$ cat config.mk
export PLATFORM = sky130hd
export DESIGN_NAME = rsml_strap_latch
export DESIGN_NICKNAME = d
export VERILOG_FILES = /design/src/rsml_pkg.sv /design/src/rsml_strap_if.sv /design/src/rsml_strap_capture.sv /design/src/rsml_strap_latch.sv
export SDC_FILE = /design/constraint.sdc
export NUM_CORES = 1
export LEC_CHECK = 0
export BUFFER_PORTS_ARGS = -buffer_cell sky130_fd_sc_hd__buf_4
export CAP_MARGIN = 30
export CORE_AREA = 2 2 110 112
export CTS_CLUSTER_DIAMETER = 80
export DETAILED_ROUTE_END_ITERATION = 8
export DIE_AREA = 0 0 112 114
export HOLD_SLACK_MARGIN = 0.02
export PLACE_DENSITY_LB_ADDON = 0.2
export SYNTH_ARGS = -nofsm -noshare
export SYNTH_HDL_FRONTEND = slang
export SYNTH_SLANG_ARGS = --single-unit
$ cat constraint.sdc
create_clock -name mclk -period 4.65 [get_ports mclk]
set_input_delay 0.6975 -clock mclk [delete_from_list [all_inputs] [get_ports mclk]]
set_output_delay 0.6975 -clock mclk [all_outputs]
set_load 0.005 [all_outputs]
$ cat src/rsml_pkg.sv
// Purpose: shared constants and types of the strap mode latch
// Assumes: seven shared strap pins, register bus is APB with 32-bit data
// Notes: pin index order is the same for straps, pads and pull controls
package rsml_pkg;
  localparam int NUM_STRAPS = 7;
  // strap and pad positions
  localparam int BIT_BOOT = 0;
  localparam int BIT_IRQ = 1;
  localparam int BIT_LINK = 2;
  localparam int BIT_POLICY = 3;
  localparam int BIT_TM_A = 4;
  localparam int BIT_TM_B = 5;
  localparam int BIT_TM_C = 6;
  // pull patterns per pin
  localparam logic [6:0] PD_IN_RESET = 7'h0f;
  localparam logic [6:0] PU_IN_RESET = 7'h70;
  localparam logic [6:0] PU_IN_NORMAL = 7'h09;
  localparam logic [6:0] ID0_ONLY = 7'h09;
  // register map, byte addresses
  localparam int ADDR_W = 12;
  localparam logic [11:0] OFS_STRAP_STATUS = 12'h000;
  localparam logic [11:0] OFS_SYSTEM_CFG = 12'h004;
  localparam logic [11:0] OFS_SDRAM_CFG = 12'h008;
  localparam logic [11:0] OFS_LOCK_STATUS = 12'h00c;
  // field positions
  localparam int STAT_NORMAL_BIT = 7;
  localparam int LOCK_SYS_BIT = 0;
  localparam int LOCK_SDR_BIT = 1;
  localparam int LOCK_POLICY_BIT = 2;
  // reset values
  localparam logic [31:0] SYSTEM_CFG_RST = 32'h0000_0000;
  localparam logic [31:0] SDRAM_CFG_RST = 32'h0000_0000;
  // timing
  localparam int CLK_PERIOD_NS = 8;
  localparam int PIN_RETURN_NS = 16;
  localparam int PIN_RETURN_CYC = (PIN_RETURN_NS + CLK_PERIOD_NS - 1) / CLK_PERIOD_NS;
  localparam logic [1:0] PIN_RETURN_LAST = 2'(PIN_RETURN_CYC - 1);
  typedef enum logic [1:0] {PH_HOLD, PH_SETTLE, PH_NORMAL} rsml_phase_t;
endpackage : rsml_pkg

$ cat src/rsml_strap_if.sv
// Purpose: carries captured straps and pin phase between the two modules
// Assumes: single clock domain
// Notes: driven only by the capture unit
`timescale 1ns/100ps
`default_nettype none
interface rsml_strap_if;
  logic [6:0] straps;
  logic normalMode;
  modport capture (output straps, output normalMode);
  modport user (input straps, input normalMode);
endinterface : rsml_strap_if
`default_nettype wire

$ cat src/rsml_strap_capture.sv
// Purpose: samples strap pads through reset and times the return of the pins
// Assumes: pads synchronous to mclk, nrst is the external reset level
// Notes: the last sample taken while nrst is low is the one kept
`timescale 1ns/100ps
`default_nettype none
module rsml_strap_capture (
  // clock, reset, enable
  input wire logic mclk,
  input wire logic nrst,
  input wire logic ce,
  // pad levels
  input wire logic [6:0] padIn,
  // results
  rsml_strap_if.capture sif
);
  rsml_pkg::rsml_phase_t phase_q;
  logic [1:0] cnt_q;
  logic [6:0] straps_q;

  genvar g;
  generate
    for (g = 0; g < rsml_pkg::NUM_STRAPS; g++) begin : g_bit
      // one flop per pin, sampled each reset cycle with ce high, frozen once released
      always_ff @(posedge mclk) begin
        if (!nrst && ce) begin
          straps_q[g] <= padIn[g];
        end
      end
    end
  endgenerate

  always_ff @(posedge mclk) begin
    if (!nrst) begin
      phase_q <= rsml_pkg::PH_HOLD;
      cnt_q <= 2'h0;
    end else if (ce) begin
      case (phase_q)
        rsml_pkg::PH_HOLD: begin
          phase_q <= rsml_pkg::PH_SETTLE;
          cnt_q <= 2'h0;
        end
        rsml_pkg::PH_SETTLE: begin
          if (cnt_q == rsml_pkg::PIN_RETURN_LAST) begin
            phase_q <= rsml_pkg::PH_NORMAL;
          end else begin
            cnt_q <= cnt_q + 2'h1;
          end
        end
        rsml_pkg::PH_NORMAL: begin
          phase_q <= rsml_pkg::PH_NORMAL;
        end
        default: begin
          phase_q <= rsml_pkg::PH_HOLD;
        end
      endcase
    end
  end

  assign sif.straps = straps_q;
  assign sif.normalMode = (phase_q == rsml_pkg::PH_NORMAL);
endmodule : rsml_strap_capture
`default_nettype wire

$ cat src/rsml_strap_latch.sv
// Purpose: strap mode latch top with pad control and APB register access
// Assumes: nrst follows the external reset input, all inputs on mclk
// Notes: two config registers obey the strapped write policy
//
// Local design decisions: register access over APB and the register offsets.
`timescale 1ns/100ps
`default_nettype none

// Summary of operation
// Every strap level is captured as reset releases and held as the mode selection.
// Each strap pin has its own mode bit, captured independently of the others.
// Shortly after release every shared pin returns to its normal function.
// With no overdrive, the internal reset-time pull sets the captured default.
// Boot strap 0 boots from external memory, 1 waits for an outside boot agent.
// Interrupt strap 0 leaves the four inputs disabled and level, 1 enables them as edge.
// Link width strap 0 selects 1-bit receive width, 1 selects 4-bit.
// Policy strap 0 allows one write to the two config registers, 1 allows any number.
// The board must leave the three test straps at their pull-up default in reset.
// Pull settings follow the reset level: one set in reset, another afterwards.
// Boot and bus hold pins go pulldown to pullup on id zero only; the others become driven.
// Captured straps stay fixed from release until reset is asserted again.
module rsml_strap_latch (
  // clock, reset, enable
  input wire logic mclk,
  input wire logic nrst,
  input wire logic ce,
  // processor identity
  input wire logic procIdZero,
  // apb slave
  input wire logic psel,
  input wire logic penable,
  input wire logic pwrite,
  input wire logic [11:0] paddr,
  input wire logic [31:0] pwdata,
  input wire logic [3:0] pstrb,
  output logic [31:0] prdata,
  output logic pready,
  output logic pslverr,
  // shared pads
  input wire logic [6:0] padIn,
  output logic [6:0] padOut,
  output logic [6:0] padOe,
  output logic [6:0] pullUpEn,
  output logic [6:0] pullDnEn,
  // normal pin functions from the core
  input wire logic [6:0] funcOut,
  input wire logic [6:0] funcOe,
  // operating modes
  output logic bootExternalWait,
  output logic extIrqEnable,
  output logic extIrqEdge,
  output logic linkRxWidth4,
  output logic cfgAlwaysWritable,
  output logic [2:0] testMode,
  output logic pinsNormal,
  // configuration registers
  output logic [31:0] systemConfigReg,
  output logic [31:0] sdramConfigReg
);
  rsml_strap_if sif ();

  rsml_strap_capture u_capture (
    .mclk (mclk),
    .nrst (nrst),
    .ce (ce),
    .padIn (padIn),
    .sif (sif)
  );

  function automatic logic addrHit(input logic [11:0] a, input logic [11:0] ofs);
    return a == ofs;
  endfunction : addrHit

  function automatic logic [31:0] mergeBytes(input logic [31:0] old, input logic [31:0] wd,
                                             input logic [3:0] strb);
    logic [31:0] r;
    r = old;
    for (int i = 0; i < 4; i++) begin
      if (strb[i]) begin
        r[i*8 +: 8] = wd[i*8 +: 8];
      end
    end
    return r;
  endfunction : mergeBytes

  // mode decode straight from the captured flops
  logic policyAlways;
  assign policyAlways = sif.straps[rsml_pkg::BIT_POLICY];
  assign bootExternalWait = sif.straps[rsml_pkg::BIT_BOOT];
  assign extIrqEnable = sif.straps[rsml_pkg::BIT_IRQ];
  assign extIrqEdge = sif.straps[rsml_pkg::BIT_IRQ];
  assign linkRxWidth4 = sif.straps[rsml_pkg::BIT_LINK];
  assign cfgAlwaysWritable = policyAlways;
  // relies on the board leaving these at the pull-up level
  assign testMode = sif.straps[rsml_pkg::BIT_TM_C:rsml_pkg::BIT_TM_A];
  assign pinsNormal = sif.normalMode;

  // pad drive and pulls
  logic [6:0] padOut_q;
  logic [6:0] padOe_q;
  logic [6:0] pullUp_q;
  logic [6:0] pullDn_q;

  genvar g;
  generate
    for (g = 0; g < rsml_pkg::NUM_STRAPS; g++) begin : g_pad
      logic idOk;
      assign idOk = procIdZero | ~rsml_pkg::ID0_ONLY[g];

      always_ff @(posedge mclk) begin
        if (!nrst) begin
          padOut_q[g] <= 1'b0;
          padOe_q[g] <= 1'b0;
        end else if (ce) begin
          padOut_q[g] <= funcOut[g];
          // pads stay inputs until the capture unit lets go
          padOe_q[g] <= sif.normalMode & funcOe[g];
        end
      end

      always_ff @(posedge mclk) begin
        if (!nrst) begin
          pullDn_q[g] <= rsml_pkg::PD_IN_RESET[g] & idOk;
          pullUp_q[g] <= rsml_pkg::PU_IN_RESET[g];
        end else if (ce) begin
          pullDn_q[g] <= 1'b0;
          pullUp_q[g] <= rsml_pkg::PU_IN_NORMAL[g] & idOk;
        end
      end
    end
  endgenerate

  assign padOut = padOut_q;
  assign padOe = padOe_q;
  assign pullUpEn = pullUp_q;
  assign pullDnEn = pullDn_q;

  // apb decode
  logic setupPh;
  logic accessPh;
  logic wrAccess;
  logic hitStatus;
  logic hitSys;
  logic hitSdr;
  logic hitLock;
  logic sysWrOk;
  logic sdrWrOk;

  assign setupPh = psel & ~penable;
  assign accessPh = psel & penable;
  assign wrAccess = accessPh & pwrite;
  assign hitStatus = addrHit(paddr, rsml_pkg::OFS_STRAP_STATUS);
  assign hitSys = addrHit(paddr, rsml_pkg::OFS_SYSTEM_CFG);
  assign hitSdr = addrHit(paddr, rsml_pkg::OFS_SDRAM_CFG);
  assign hitLock = addrHit(paddr, rsml_pkg::OFS_LOCK_STATUS);

  logic [31:0] sysCfg_q;
  logic [31:0] sdrCfg_q;
  logic sysDone_q;
  logic sdrDone_q;

  // one write after reset unless the policy strap says always
  assign sysWrOk = ~sysDone_q | policyAlways;
  assign sdrWrOk = ~sdrDone_q | policyAlways;

  always_ff @(posedge mclk) begin
    if (!nrst) begin
      sysCfg_q <= rsml_pkg::SYSTEM_CFG_RST;
      sysDone_q <= 1'b0;
    end else if (ce && wrAccess && hitSys && sysWrOk) begin
      sysCfg_q <= mergeBytes(sysCfg_q, pwdata, pstrb);
      sysDone_q <= 1'b1;
    end
  end

  always_ff @(posedge mclk) begin
    if (!nrst) begin
      sdrCfg_q <= rsml_pkg::SDRAM_CFG_RST;
      sdrDone_q <= 1'b0;
    end else if (ce && wrAccess && hitSdr && sdrWrOk) begin
      sdrCfg_q <= mergeBytes(sdrCfg_q, pwdata, pstrb);
      sdrDone_q <= 1'b1;
    end
  end

  assign systemConfigReg = sysCfg_q;
  assign sdramConfigReg = sdrCfg_q;

  // read data and error prepared in setup, presented in access
  logic [31:0] rdata_d;
  logic err_d;
  logic [31:0] prdata_q;
  logic pslverr_q;

  always_comb begin
    rdata_d = 32'h0000_0000;
    err_d = 1'b0;
    if (hitStatus) begin
      rdata_d[6:0] = sif.straps;
      rdata_d[rsml_pkg::STAT_NORMAL_BIT] = sif.normalMode;
      err_d = pwrite;
    end else if (hitSys) begin
      rdata_d = sysCfg_q;
      err_d = pwrite & ~sysWrOk;
    end else if (hitSdr) begin
      rdata_d = sdrCfg_q;
      err_d = pwrite & ~sdrWrOk;
    end else if (hitLock) begin
      rdata_d[rsml_pkg::LOCK_SYS_BIT] = sysDone_q;
      rdata_d[rsml_pkg::LOCK_SDR_BIT] = sdrDone_q;
      rdata_d[rsml_pkg::LOCK_POLICY_BIT] = policyAlways;
      err_d = pwrite;
    end else begin
      err_d = 1'b1;
    end
    if (pwrite) begin
      rdata_d = 32'h0000_0000;
    end
  end

  always_ff @(posedge mclk) begin
    if (!nrst) begin
      prdata_q <= 32'h0000_0000;
      pslverr_q <= 1'b0;
    end else if (ce && setupPh) begin
      prdata_q <= rdata_d;
      pslverr_q <= err_d;
    end
  end

  // zero wait states; ce low stretches nothing on the bus side
  assign pready = 1'b1;
  assign prdata = prdata_q;
  assign pslverr = pslverr_q & accessPh;
endmodule : rsml_strap_latch
`default_nettype wire

==> results of run 1 <==
-- flip-flops by register name, indices dropped and copies added, names as in the netlist --
| signal | flops |
|---|---|
| pullDnEn | 1 |
| pullUpEn | 2 |
| sdrDone_q | 1 |
| sdramConfigReg | 32 |
| u_capture.cnt_q | 2 |
| pslverr_q | 1 |
| padOut | 7 |
| sysDone_q | 1 |
| u_capture.phase_q | 2 |
| padOe | 7 |
| u_capture.sif.straps | 7 |
| prdata | 32 |
| systemConfigReg | 32 |
-- kinds of logic after synthesis --
family | synth area share
adders and majority gates | 0.0117
DFF | 0.492
other | 0.00141
AOI/OAI and AO/OA | 0.100
buffers and inverters | 0.0479
and+or+nand+nor | 0.193
muxes | 0.154
-- worst min path at each step --
stage / from / endpoint / cells after the start
after floorplan: prdata[10] / prdata[10] / 2
after global placement: prdata[31] / prdata[31] / 2
after detailed placement: prdata[12] / prdata[12] / 2
after CTS: padIn[1] / u_capture.sif.straps[1] / 1
after global routing: padIn[2] / u_capture.sif.straps[2] / 1
final: prdata[10] / prdata[10] / 2
-- cell type report --
type | instances | area (um2) | share of cell area
multi-input cells | 377 | 2480 | 0.330
clock buffers | 19 | 453 | 0.0604
inverters | 6 | 22.5 | 0.00300
clock inverters | 13 | 184 | 0.0245
flip-flops and latches | 127 | 2620 | 0.350
repair buffers | 208 | 1560 | 0.208
well taps | 147 | 184 | 0.0245
-- stage by stage --
stage	util	setup slack [ns]	cell area [um2]	hold slack (ns)
floorplan	-	2.47	5350	0.446
global placement	0.586	1.97	6870	0.437
detailed placement	0.586	1.89	6870	0.445
CTS	0.641	2.35	7500	0.435
global route	0.641	2.17	7500	0.438
finish	0.641	2.35	7500	0.450
-- cells in the final DEF (no fill, tap or decap), types with 3 or more instances in the layout --
cell type | synthesis | layout
mux2i_1 | 82 | 82
o21ai_0 | 16 | 16
a22oi_1 | 27 | 27
a22o_1 | 5 | 5
nor2_1 | 6 | 6
bufinv_16 | 0 | 4
a32o_1 | 3 | 3
nor2b_1 | 30 | 28
nand2_1 | 133 | 133
a21oi_1 | 12 | 12
nand2b_1 | 6 | 6
ha_1 | 5 | 5
inv_1 | 6 | 6
clkbuf_16 | 0 | 17
conb_1 | 2 | 6
nor3_4 | 8 | 8
o21ai_1 | 17 | 17
edfxtp_1 | 8 | 8
o21ai_2 | 3 | 3
dfxtp_1 | 119 | 119
buf_4 | 14 | 208
or4_2 | 3 | 3
-- worst register-to-register path: cells and delay by family (launching register included) --
kind / cells / cell delay [ns]
and+or+nand+nor: 3 / 1.07
DFF: 1 / 0.48
muxes: 1 / 0.27
-- power by group through the flow --
stage	sequential (uW)	combinational (uW)	clock, uW
after floorplan	1150	93.7	0
after global placement	1150	178	0
after detailed placement	1150	183	0
after CTS	1130	184	1450
after global routing	1130	201	1490
final	1130	182	1420
-- layer usage --
metal / global-route usage / part of all wire
met1: 0.277 / 0.42
met4: 0.0780 / 0.015
met3: 0.0781 / 0.078
met5: 0 / 0
met2: 0.365 / 0.48
==> reports/qor.yml, run 1 <==
logic_synthesis:
  synthArstFlopShare: 0
  yosysMostFrequentCell: "nand2_1"
  synth_ff_type: "dfxtp_1"
  ys_ff_latch: 127
  synth.area.top_cells: "dfxtp_1, mux2i_1, nand2_1"
  yosys_warnings: 0
  synthesis.area_um2: 5330
  ys_seq_area_frac: 0.492
  synth_common_cells: "nand2_1, dfxtp_1, mux2i_1"
  synth.avg_cell_area_um2: 9.70
  yosysUniqueCellTypes: 35
  synth_top_area_cell: "dfxtp_1"
  syn_inst: 550
  synth_top_area_frac: 0.447
  synth_edf_count: 8
drt:
  drc: 0
  ant_nets: 0
  drt-total-wl_mm: 14.0
  vias_per_cell: 5.06
  wl_per_cell_um: 15.6
  vias: 4542
  first_pass_iters: 5
  drtIter0Drc: 226
worst_setup_path:
  cp-endpoint: "systemConfigReg[18]"
  crit_arrival_ns: 2.64
  rrSetupSlack_ns: 2.75
  setup.worst_path.start: "paddr[2]"
  start_kind: "input port"
  path_class: "input port to flop"
  end_kind: "flop"
  worstPathBufferInverterCount: 2
  rr_worst_depth: 4
  r2r_end: "sdramConfigReg[12]"
  crit_top_cell: "buf_4"
  critical_path.top_delay_family: "simple AND/OR/NAND/NOR gates"
  reg2reg_from: "u_capture.sif.straps[3]"
  slowest_stage: "nor3_4"
  cp_max_fo: 26
  cpPeakStageDelay_ns: 0.59
  path_depth: 6
  cp_data_required_time_ns: 4.99
  path_cells: "buf_4 > nor2b_2 > buf_4 > nand3_1 > nor3_4 > mux2i_1"
power:
  peakVddDrop_mv: 0.263
  p_sw_frac: 0.220
  total_power_uw: 2730
  power_leakage_uw: 0.00318
  p_per_area_nw_per_um2: 364
  internal_power_uw: 2130
  p_comb_frac: 0.067
  clkPwrFrac: 0.521
  p_sw_uw: 601
  p_seq_frac: 0.412
final_layout:
  antenna_cells: 0
  fin_nets: 818
  fill_cells: 969
  instances_no_fill: 897
  area_growth_pct: 40.7
  post_route_cells_drive_above_1_share: 0.348
timing:
  finalCritPeriodShare: 0.494
  final_hold_viol_count: 0
  slew_violations: 0
  setup_viol: 0
  period_needed_ns: 2.30
  rsz0062_at_grt: "false"
  slew_headroom: 0.366
  skew_ns: 0.00581
  timing.fmax_ghz: 0.436
  setup_tns_ns: 0
  worst_pin_slew_ns: 0.944
min_path:
  hold_class: "flop to flop"
cts:
  numCtsBuffers: 17
  cts_sinks: 127
  htreeDepth: 4
  cts_hold_buf: 0
  clk_path_buf_depth: 2
  cts.reportedPaths.clkPinSlew_ns: 0.05
  clk_latency_ns: 0.42
  cts_resized: 0
  cts_tree: "yes"
  cts_root_buf: "clkbuf_16"
  post-cts-setup-buffers: 0
floorplanning:
  core_area_um2: 11700
  std_cell_rows: 40
  die_h_um: 114
  chipWidth_um: 112
  die_area_um2: 12800
  start_util: 0.455
  io_pins: 211
place:
  hpwl_mm: 10.1
  gp_congestion: 0.826
  io_buffers: 204
  dp_cells: 865
outcome:
  outcome: "finished clean"
grt:
  grt_overflow_total: 0
  antenna_found_initial: 0
  track_usage: 0.224
  grt_pass1_wl_mm: 22.5
  grt_pass1_vias: 4428
  grt_max_degree: 69
run:
  cap_violations: 0
Power figures use the tool's default switching activity.
==> run 2: changes to the inputs <==
--- a/config.mk
+++ b/config.mk
@@ -5,12 +5,13 @@
 export SDC_FILE = /design/constraint.sdc
 export NUM_CORES = 1
 export LEC_CHECK = 0
+export ABC_AREA = 1
 export BUFFER_PORTS_ARGS = -buffer_cell sky130_fd_sc_hd__buf_4
 export CAP_MARGIN = 30
-export CORE_AREA = 2 2 110 112
+export CORE_AREA = 2 2 112 114
 export CTS_CLUSTER_DIAMETER = 80
 export DETAILED_ROUTE_END_ITERATION = 8
-export DIE_AREA = 0 0 112 114
+export DIE_AREA = 0 0 114 116
 export HOLD_SLACK_MARGIN = 0.02
 export PLACE_DENSITY_LB_ADDON = 0.2
 export SYNTH_ARGS = -nofsm -noshare
==> constraint.sdc (replaced) <==
create_clock -name mclk -period 1.93 [get_ports mclk]
set_input_delay 0.2895 -clock mclk [delete_from_list [all_inputs] [get_ports mclk]]
set_output_delay 0.2895 -clock mclk [all_outputs]
set_load 0.005 [all_outputs]
==> reports/qor.yml, run 2 <==
outcome:
  outcome: "finished clean"
cts:
  post-cts-setup-buffers: 0  # unchanged
  cts_root_buf: "clkbuf_16"
  cts_tree: "yes"
  cts_hold_buf: 0  # unchanged
  cts_resized: 0  # unchanged
  cts.reportedPaths.clkPinSlew_ns: 0.06  # about the same
  clk_latency_ns: 0.42  # about the same
  htreeDepth: 4  # unchanged
  cts_sinks: 127  # unchanged
  numCtsBuffers: 17  # unchanged
  clk_path_buf_depth: 2  # unchanged
drt:
  drt-total-wl_mm: 15.8  # +13%
  first_pass_iters: 5  # unchanged
  wl_per_cell_um: 14.8  # -4.9%
  vias: 5370  # +18%
  drc: 0  # unchanged
  drtIter0Drc: 304  # +35%
  vias_per_cell: 5.04  # -0.51%
  ant_nets: 0  # unchanged
timing:
  setup_viol: 0  # unchanged
  hold_slack_ns: 0.0472  # -0.403 ns
  period_needed_ns: 1.82
  timing.fmax_ghz: 0.549
  final_hold_viol_count: 0  # unchanged
  rsz0062_at_grt: "false"
  slew_violations: 0  # unchanged
  finalCritPeriodShare: 0.943
  skew_ns: 0.00607  # +0.000263 ns
place:
  io_buffers: 204  # unchanged
  dp_cells: 1034  # +20%
  gp_congestion: 0.857  # +3.8%
  hpwl_mm: 11.5  # +14%
logic_synthesis:
  synthAdderAreaFrac: 0.0120  # +0.000239
  synth.avg_cell_area_um2: 7.41  # -24%
  synth_ff_type: "dfxtp_1"
  synth-compound-area-share: 0.169  # +0.0691
  syn_inst: 705  # +28%
  synthesis.area_um2: 5230  # -2.0%
  synth_top_family_by_area: "simple AND/OR/NAND/NOR gates"
  synth_top_area_frac: 0.456  # +0.00909
  synthArstFlopShare: 0  # unchanged
  synth_xor_area_frac: 0  # unchanged
  yosys_warnings: 0  # unchanged
  synth.area.top_cells: "dfxtp_1, o21ai_0, nand2_1"
  yosysUniqueCellTypes: 25  # -29%
  yosysMostFrequentCell: "nand2_1"
  yosys-mux-area-fraction: 0  # -0.154
  ys_seq_area_frac: 0.502  # +0.0100
  synth_edf_count: 8  # unchanged
  synth_top_area_cell: "dfxtp_1"
  synth_common_cells: "nand2_1, nor2_1, dfxtp_1"
  ys_ff_latch: 127  # unchanged
  yosys.area_share.simple: 0.230  # +0.0367
final_layout:
  instances_no_fill: 1066  # +19%
  fill_cells: 1068  # +10%
  multi_input_area_um2: 2170  # -12%
  final_cell_mix: "buf_4, nand2_1, nor2_1"
  antenna_cells: 0  # unchanged
  final_common_cell: "buf_4"
  area_growth_pct: 43.2
  post_route_cells_drive_above_1_share: 0.289  # -0.0586
  ff_latch_area_um2: 2620  # unchanged
  fin_nets: 987  # +21%
floorplanning:
  std_cell_rows: 40  # unchanged
  core_area_um2: 11900  # +1.7%
  die_h_um: 116  # +1.8%
  start_util: 0.439  # -0.0166
  die_area_um2: 13200  # +3.6%
  io_pins: 211  # unchanged
  chipWidth_um: 114  # +1.8%
run:
  cap_violations: 0  # unchanged
worst_setup_path:
  cpPeakStageDelay_ns: 0.48  # -0.11 ns
  cp_data_required_time_ns: 2.24  # -2.75 ns
  path_cells: "or2_2 > nand3_1 > nor2_1 > nand2_1 > inv_1 > nor2_1 > nor2_1"
  path_class: "flop to flop"
  end_kind: "flop"
  worstPathBufferInverterCount: 1  # -1
  crit_top_cell: "nor2_1"
  slowest_stage: "edfxtp_1"
  start_kind: "flop"
  critical_path.top_delay_family: "simple AND/OR/NAND/NOR gates"
  cp_max_fo: 11  # -58%
  crit_arrival_ns: 2.13  # -0.51 ns
power:
  clkPwrFrac: 0.507  # -0.014
  p_seq_frac: 0.428  # +0.016
  p_sw_uw: 1340  # +120%
  p_per_area_nw_per_um2: 850  # +130%
  p_sw_frac: 0.210  # -0.00947
  peakVddDrop_mv: 0.531  # +100%
  internal_power_uw: 5020  # +140%
  p_comb_frac: 0.064  # -0.003
  power_leakage_uw: 0.00334  # +5.0%
grt:
  grt_overflow_total: 0  # unchanged
  grt_pass1_wl_mm: 24.3  # +7.8%
  grt_pass1_vias: 5160  # +17%
  track_usage: 0.236  # +0.0127
  grt_max_degree: 48  # -30%
  antenna_found_initial: 0  # unchanged
min_path:
  hold_class: "input port to flop"
run 2: cell types whose count changed in the layout (fill, tap and decap cells not counted), moves of 13 or more:
cell / previous run / this run
nor2_1: 6 / 120
nor2b_1: 28 / 0
nand3_1: 2 / 21
a21oi_1: 12 / 64
o21ai_1: 17 / 0
mux2i_1: 82 / 0
buf_4: 208 / 221
o21ai_0: 16 / 109
inv_1: 6 / 49
a22oi_1: 27 / 0
run 2: cell families (layout without fill, tap and decap cells):
logic type | after synthesis | after routing
compound gates | 175 | 175
simple gates | 295 | 295
other cells | 2 | 6
fa+ha+maj | 5 | 5
buf+inv | 101 | 311
flops | 127 | 127
run 2: cell type report:
type	count	area share
Clock buffer	29	0.0764
Clock inverter	3	0.00535
Inverter	57	0.0286
Multi-Input combinational cell	481	0.290
Sequential cell	127	0.350
Tap cell	147	0.0246
Timing Repair Buffer	222	0.224
run 2: per-stage QoR:
step	cell area (um2)	setup TNS [ns]	total power [uW]	util	setup slack [ns]
after floorplan	5240	0	2960	-	0.469
after global placement	6870	0	3170	0.577	0.0643
after detailed placement	6870	-0.309	3180	0.577	-0.0553
after CTS	7480	0	6400	0.628	0.163
after global routing	7480	0	6560	0.628	0.00895
final	7480	0	6360	0.628	0.109
run 2: per-layer routing:
layer,global-route usage,vias up,share of wire
met2,0.414,232,0.49
li1,-,2658,-
met5,0,-,0
met1,0.266,2447,0.41
met4,0.113,0,0.023
met3,0.0680,33,0.078
run 2: worst reg2reg max path, delay by kind of cell (launching register included):
| kind | cells | cell delay (ns) |
|---|---|---|
| AND/OR/NAND/NOR | 6 | 1.05 |
| flip-flops | 1 | 0.48 |
| buffers and inverters | 1 | 0.19 |
run 2: worst paths after layout:
kind,startpoint,end,slack (ns),cells after the start
setup / recovery,u_capture.sif.straps[3],systemConfigReg[8],0.11,7
hold / removal,padIn[3],u_capture.sif.straps[3],0.05,1
setup reg to reg,u_capture.sif.straps[3],systemConfigReg[8],0.11,7
hold reg to reg,prdata[15],prdata[15],0.46,2
run 2: power groups by stage:
stage	combinational (uW)	sequential (uW)	clock, uW
after detailed placement	407	2780	0
after global placement	391	2770	0
after CTS	411	2720	3260
final	410	2720	3230
after floorplan	185	2770	0
after global routing	453	2720	3390
==> run 3: changes to the inputs <==
--- a/config.mk
+++ b/config.mk
@@ -5,13 +5,12 @@
 export SDC_FILE = /design/constraint.sdc
 export NUM_CORES = 1
 export LEC_CHECK = 0
-export ABC_AREA = 1
 export BUFFER_PORTS_ARGS = -buffer_cell sky130_fd_sc_hd__buf_4
 export CAP_MARGIN = 30
-export CORE_AREA = 2 2 112 114
+export CORE_AREA = 2 2 114 116
 export CTS_CLUSTER_DIAMETER = 80
 export DETAILED_ROUTE_END_ITERATION = 8
-export DIE_AREA = 0 0 114 116
+export DIE_AREA = 0 0 116 118
 export HOLD_SLACK_MARGIN = 0.02
 export PLACE_DENSITY_LB_ADDON = 0.2
 export SYNTH_ARGS = -nofsm -noshare
==> reports/qor.yml, run 3 (synthesis gave the netlist of run 1 again) <==
grt:
  grt_pass1_wl_mm: 23.0  # -5.2%
  grt_pass1_vias: 4662  # -9.7%
  antenna_found_initial: 0  # unchanged
  grt_overflow_total: 0  # unchanged
  grt_max_degree: 81  # +69%
  track_usage: 0.215  # -0.0208
final_layout:
  final_cell_mix: "buf_4, nand2_1, dfxtp_1"
  fin_util: 0.622  # -0.00641
  fill_cells: 1067  # -0.094%
  antenna_cells: 0  # unchanged
  area_growth_pct: 44.7
  final_common_cell: "buf_4"
  fin_nets: 834  # -16%
  post_route_cells_drive_above_1_share: 0.355  # +0.0656
power:
  p_comb_frac: 0.070  # +0.006
  p_sw_uw: 1370  # +2.2%
  peakVddDrop_mv: 0.598  # +13%
  p_sw_frac: 0.213  # +0.00293
  internal_power_uw: 5040  # +0.42%
  p_seq_frac: 0.423  # -0.005
  total_power_uw: 6410  # +0.80%
  clkPwrFrac: 0.506  # about the same
  p_per_area_nw_per_um2: 830  # -2.3%
  power_leakage_uw: 0.00326  # -2.4%
timing:
  worst_pin_slew_ns: 0.656
  setup_ws_ns: 0.264  # +0.155 ns
  slew_headroom: 0.562
  finalCritPeriodShare: 0.863  # -0.0801
  rsz0062_at_grt: "false"
  period_needed_ns: 1.67  # -0.155 ns
  hold_slack_ns: 0.0459  # -0.00132 ns
  setup_viol: 0  # unchanged
  slew_violations: 0  # unchanged
  timing.fmax_ghz: 0.600  # +9.3%
  final_hold_viol_count: 0  # unchanged
  skew_ns: 0.00692  # +0.000846 ns
drt:
  vias_per_cell: 4.98  # -1.2%
  ant_nets: 0  # unchanged
  drc: 0  # unchanged
  wl_per_cell_um: 15.4  # +3.9%
  drtIter0Drc: 274  # -9.9%
  first_pass_iters: 4  # -1
  drt-total-wl_mm: 14.5  # -8.6%
  vias: 4667  # -13%
worst_setup_path:
  start_kind: "flop"
  path_depth: 5  # -2
  end_kind: "flop"
  path_cells: "nand2b_1 > nand3_1 > nor3_4 > buf_12 > mux2i_1"
  slowest_stage: "edfxtp_1"
  critical_path.top_delay_family: "simple AND/OR/NAND/NOR gates"
  cpPeakStageDelay_ns: 0.47  # about the same
  path_class: "flop to flop"
  cp_max_fo: 8  # -3
  worstPathBufferInverterCount: 1  # unchanged
  rr_worst_depth: 5  # -2
  cp_data_required_time_ns: 2.27  # +0.03 ns
  crit_arrival_ns: 2.00  # -0.13 ns
min_path:
  hold_class: "input port to flop"
  hold_depth: 1  # unchanged
run:
  cap_violations: 0  # unchanged
place:
  gp_congestion: 0.747  # -13%
  io_buffers: 204  # unchanged
  dpl_worst_slack_ns: -0.00642  # +0.0489 ns
  hpwl_mm: 10.4  # -9.1%
cts:
  post-cts-setup-buffers: 0  # unchanged
  clk_path_buf_depth: 2  # unchanged
  cts_sinks: 127  # unchanged
  numCtsBuffers: 17  # unchanged
  cts_hold_buf: 0  # unchanged
  cts.reportedPaths.clkPinSlew_ns: 0.06  # about the same
  cts_root_buf: "clkbuf_16"
  clk_latency_ns: 0.42  # about the same
  cts_resized: 0  # unchanged
  cts_tree: "yes"
  htreeDepth: 4  # unchanged
floorplanning:
  die_h_um: 118  # +1.7%
  io_pins: 211  # unchanged
  std_cell_rows: 41  # +2.5%
  start_util: 0.430  # -0.00921
  core_area_um2: 12400  # +4.2%
  chipWidth_um: 116  # +1.8%
  die_area_um2: 13700  # +3.5%
outcome:
  outcome: "finished clean"
[run 3: cell types whose count changed in the layout (fill, tap and decap cells not counted), sizes merged, moves of 4 or more]
| cell | change |
|---|---|
| inv | -49 |
| nand4 | -4 |
| clkbuf | -11 |
| or4 | +4 |
| nor2 | -119 |
| nand2b | +6 |
| nor3 | +6 |
| nor2b | +30 |
| o21ai | -73 |
| mux2i | +82 |
| a22o | +5 |
| a21oi | -52 |
| a22oi | +27 |
| nand3 | -18 |
[run 3: final timing paths]
| check | slack (ns) | from | endpoint |
|---|---|---|---|
| hold / removal | 0.05 | padIn[1] | u_capture.sif.straps[1] |
| setup / recovery | 0.26 | u_capture.sif.straps[3] | sdramConfigReg[14] |
| hold reg to reg | 0.45 | prdata[30] | prdata[30] |
| setup reg to reg | 0.26 | u_capture.sif.straps[3] | sdramConfigReg[14] |
[run 3: layout make-up]
class / count / area (um2) / share of cell area
timing repair buffer: 224 / 1780 / 0.231
multi-input combinational: 377 / 2480 / 0.321
clock buffer: 18 / 429 / 0.0556
tap: 172 / 215 / 0.0279
sequential: 127 / 2620 / 0.340
clock inverter: 14 / 173 / 0.0224
inverter: 6 / 22.5 / 0.00292
[run 3: metal layers]
metal	wire [um]	GRT usage	vias up
li1	-	-	2284
met5	0	0	-
met1	5940	0.258	2166
met2	6920	0.344	184
met3	1210	0.0721	33
met4	395	0.104	0
[run 3: worst reg2reg max path, stage by stage (launching register included)]
cell	delay, ns
edfxtp_1	0.47
nand2b_1	0.17
nand3_1	0.31
nor3_4	0.27
buf_12	0.17
mux2i_1	0.20
[run 3: power groups by stage]
stage	clock network, uW	logic [uW]	registers, uW
2_1_floorplan	0	226	2760
3_3_place_gp	0	440	2770
3_5_place_dp	0	455	2770
4_1_cts	3310	456	2710
5_1_grt	3420	493	2720
6_report	3240	451	2710
[run 3: per-stage QoR]
step | cell area [um2] | std cells | setup TNS (ns)
after global routing | 7720 | 938 | 0
after CTS | 7720 | 938 | 0
after floorplan | 5350 | 554 | 0
final | 7720 | 938 | 0
after detailed placement | 7120 | 906 | -0.0196
after global placement | 7120 | 906 | 0
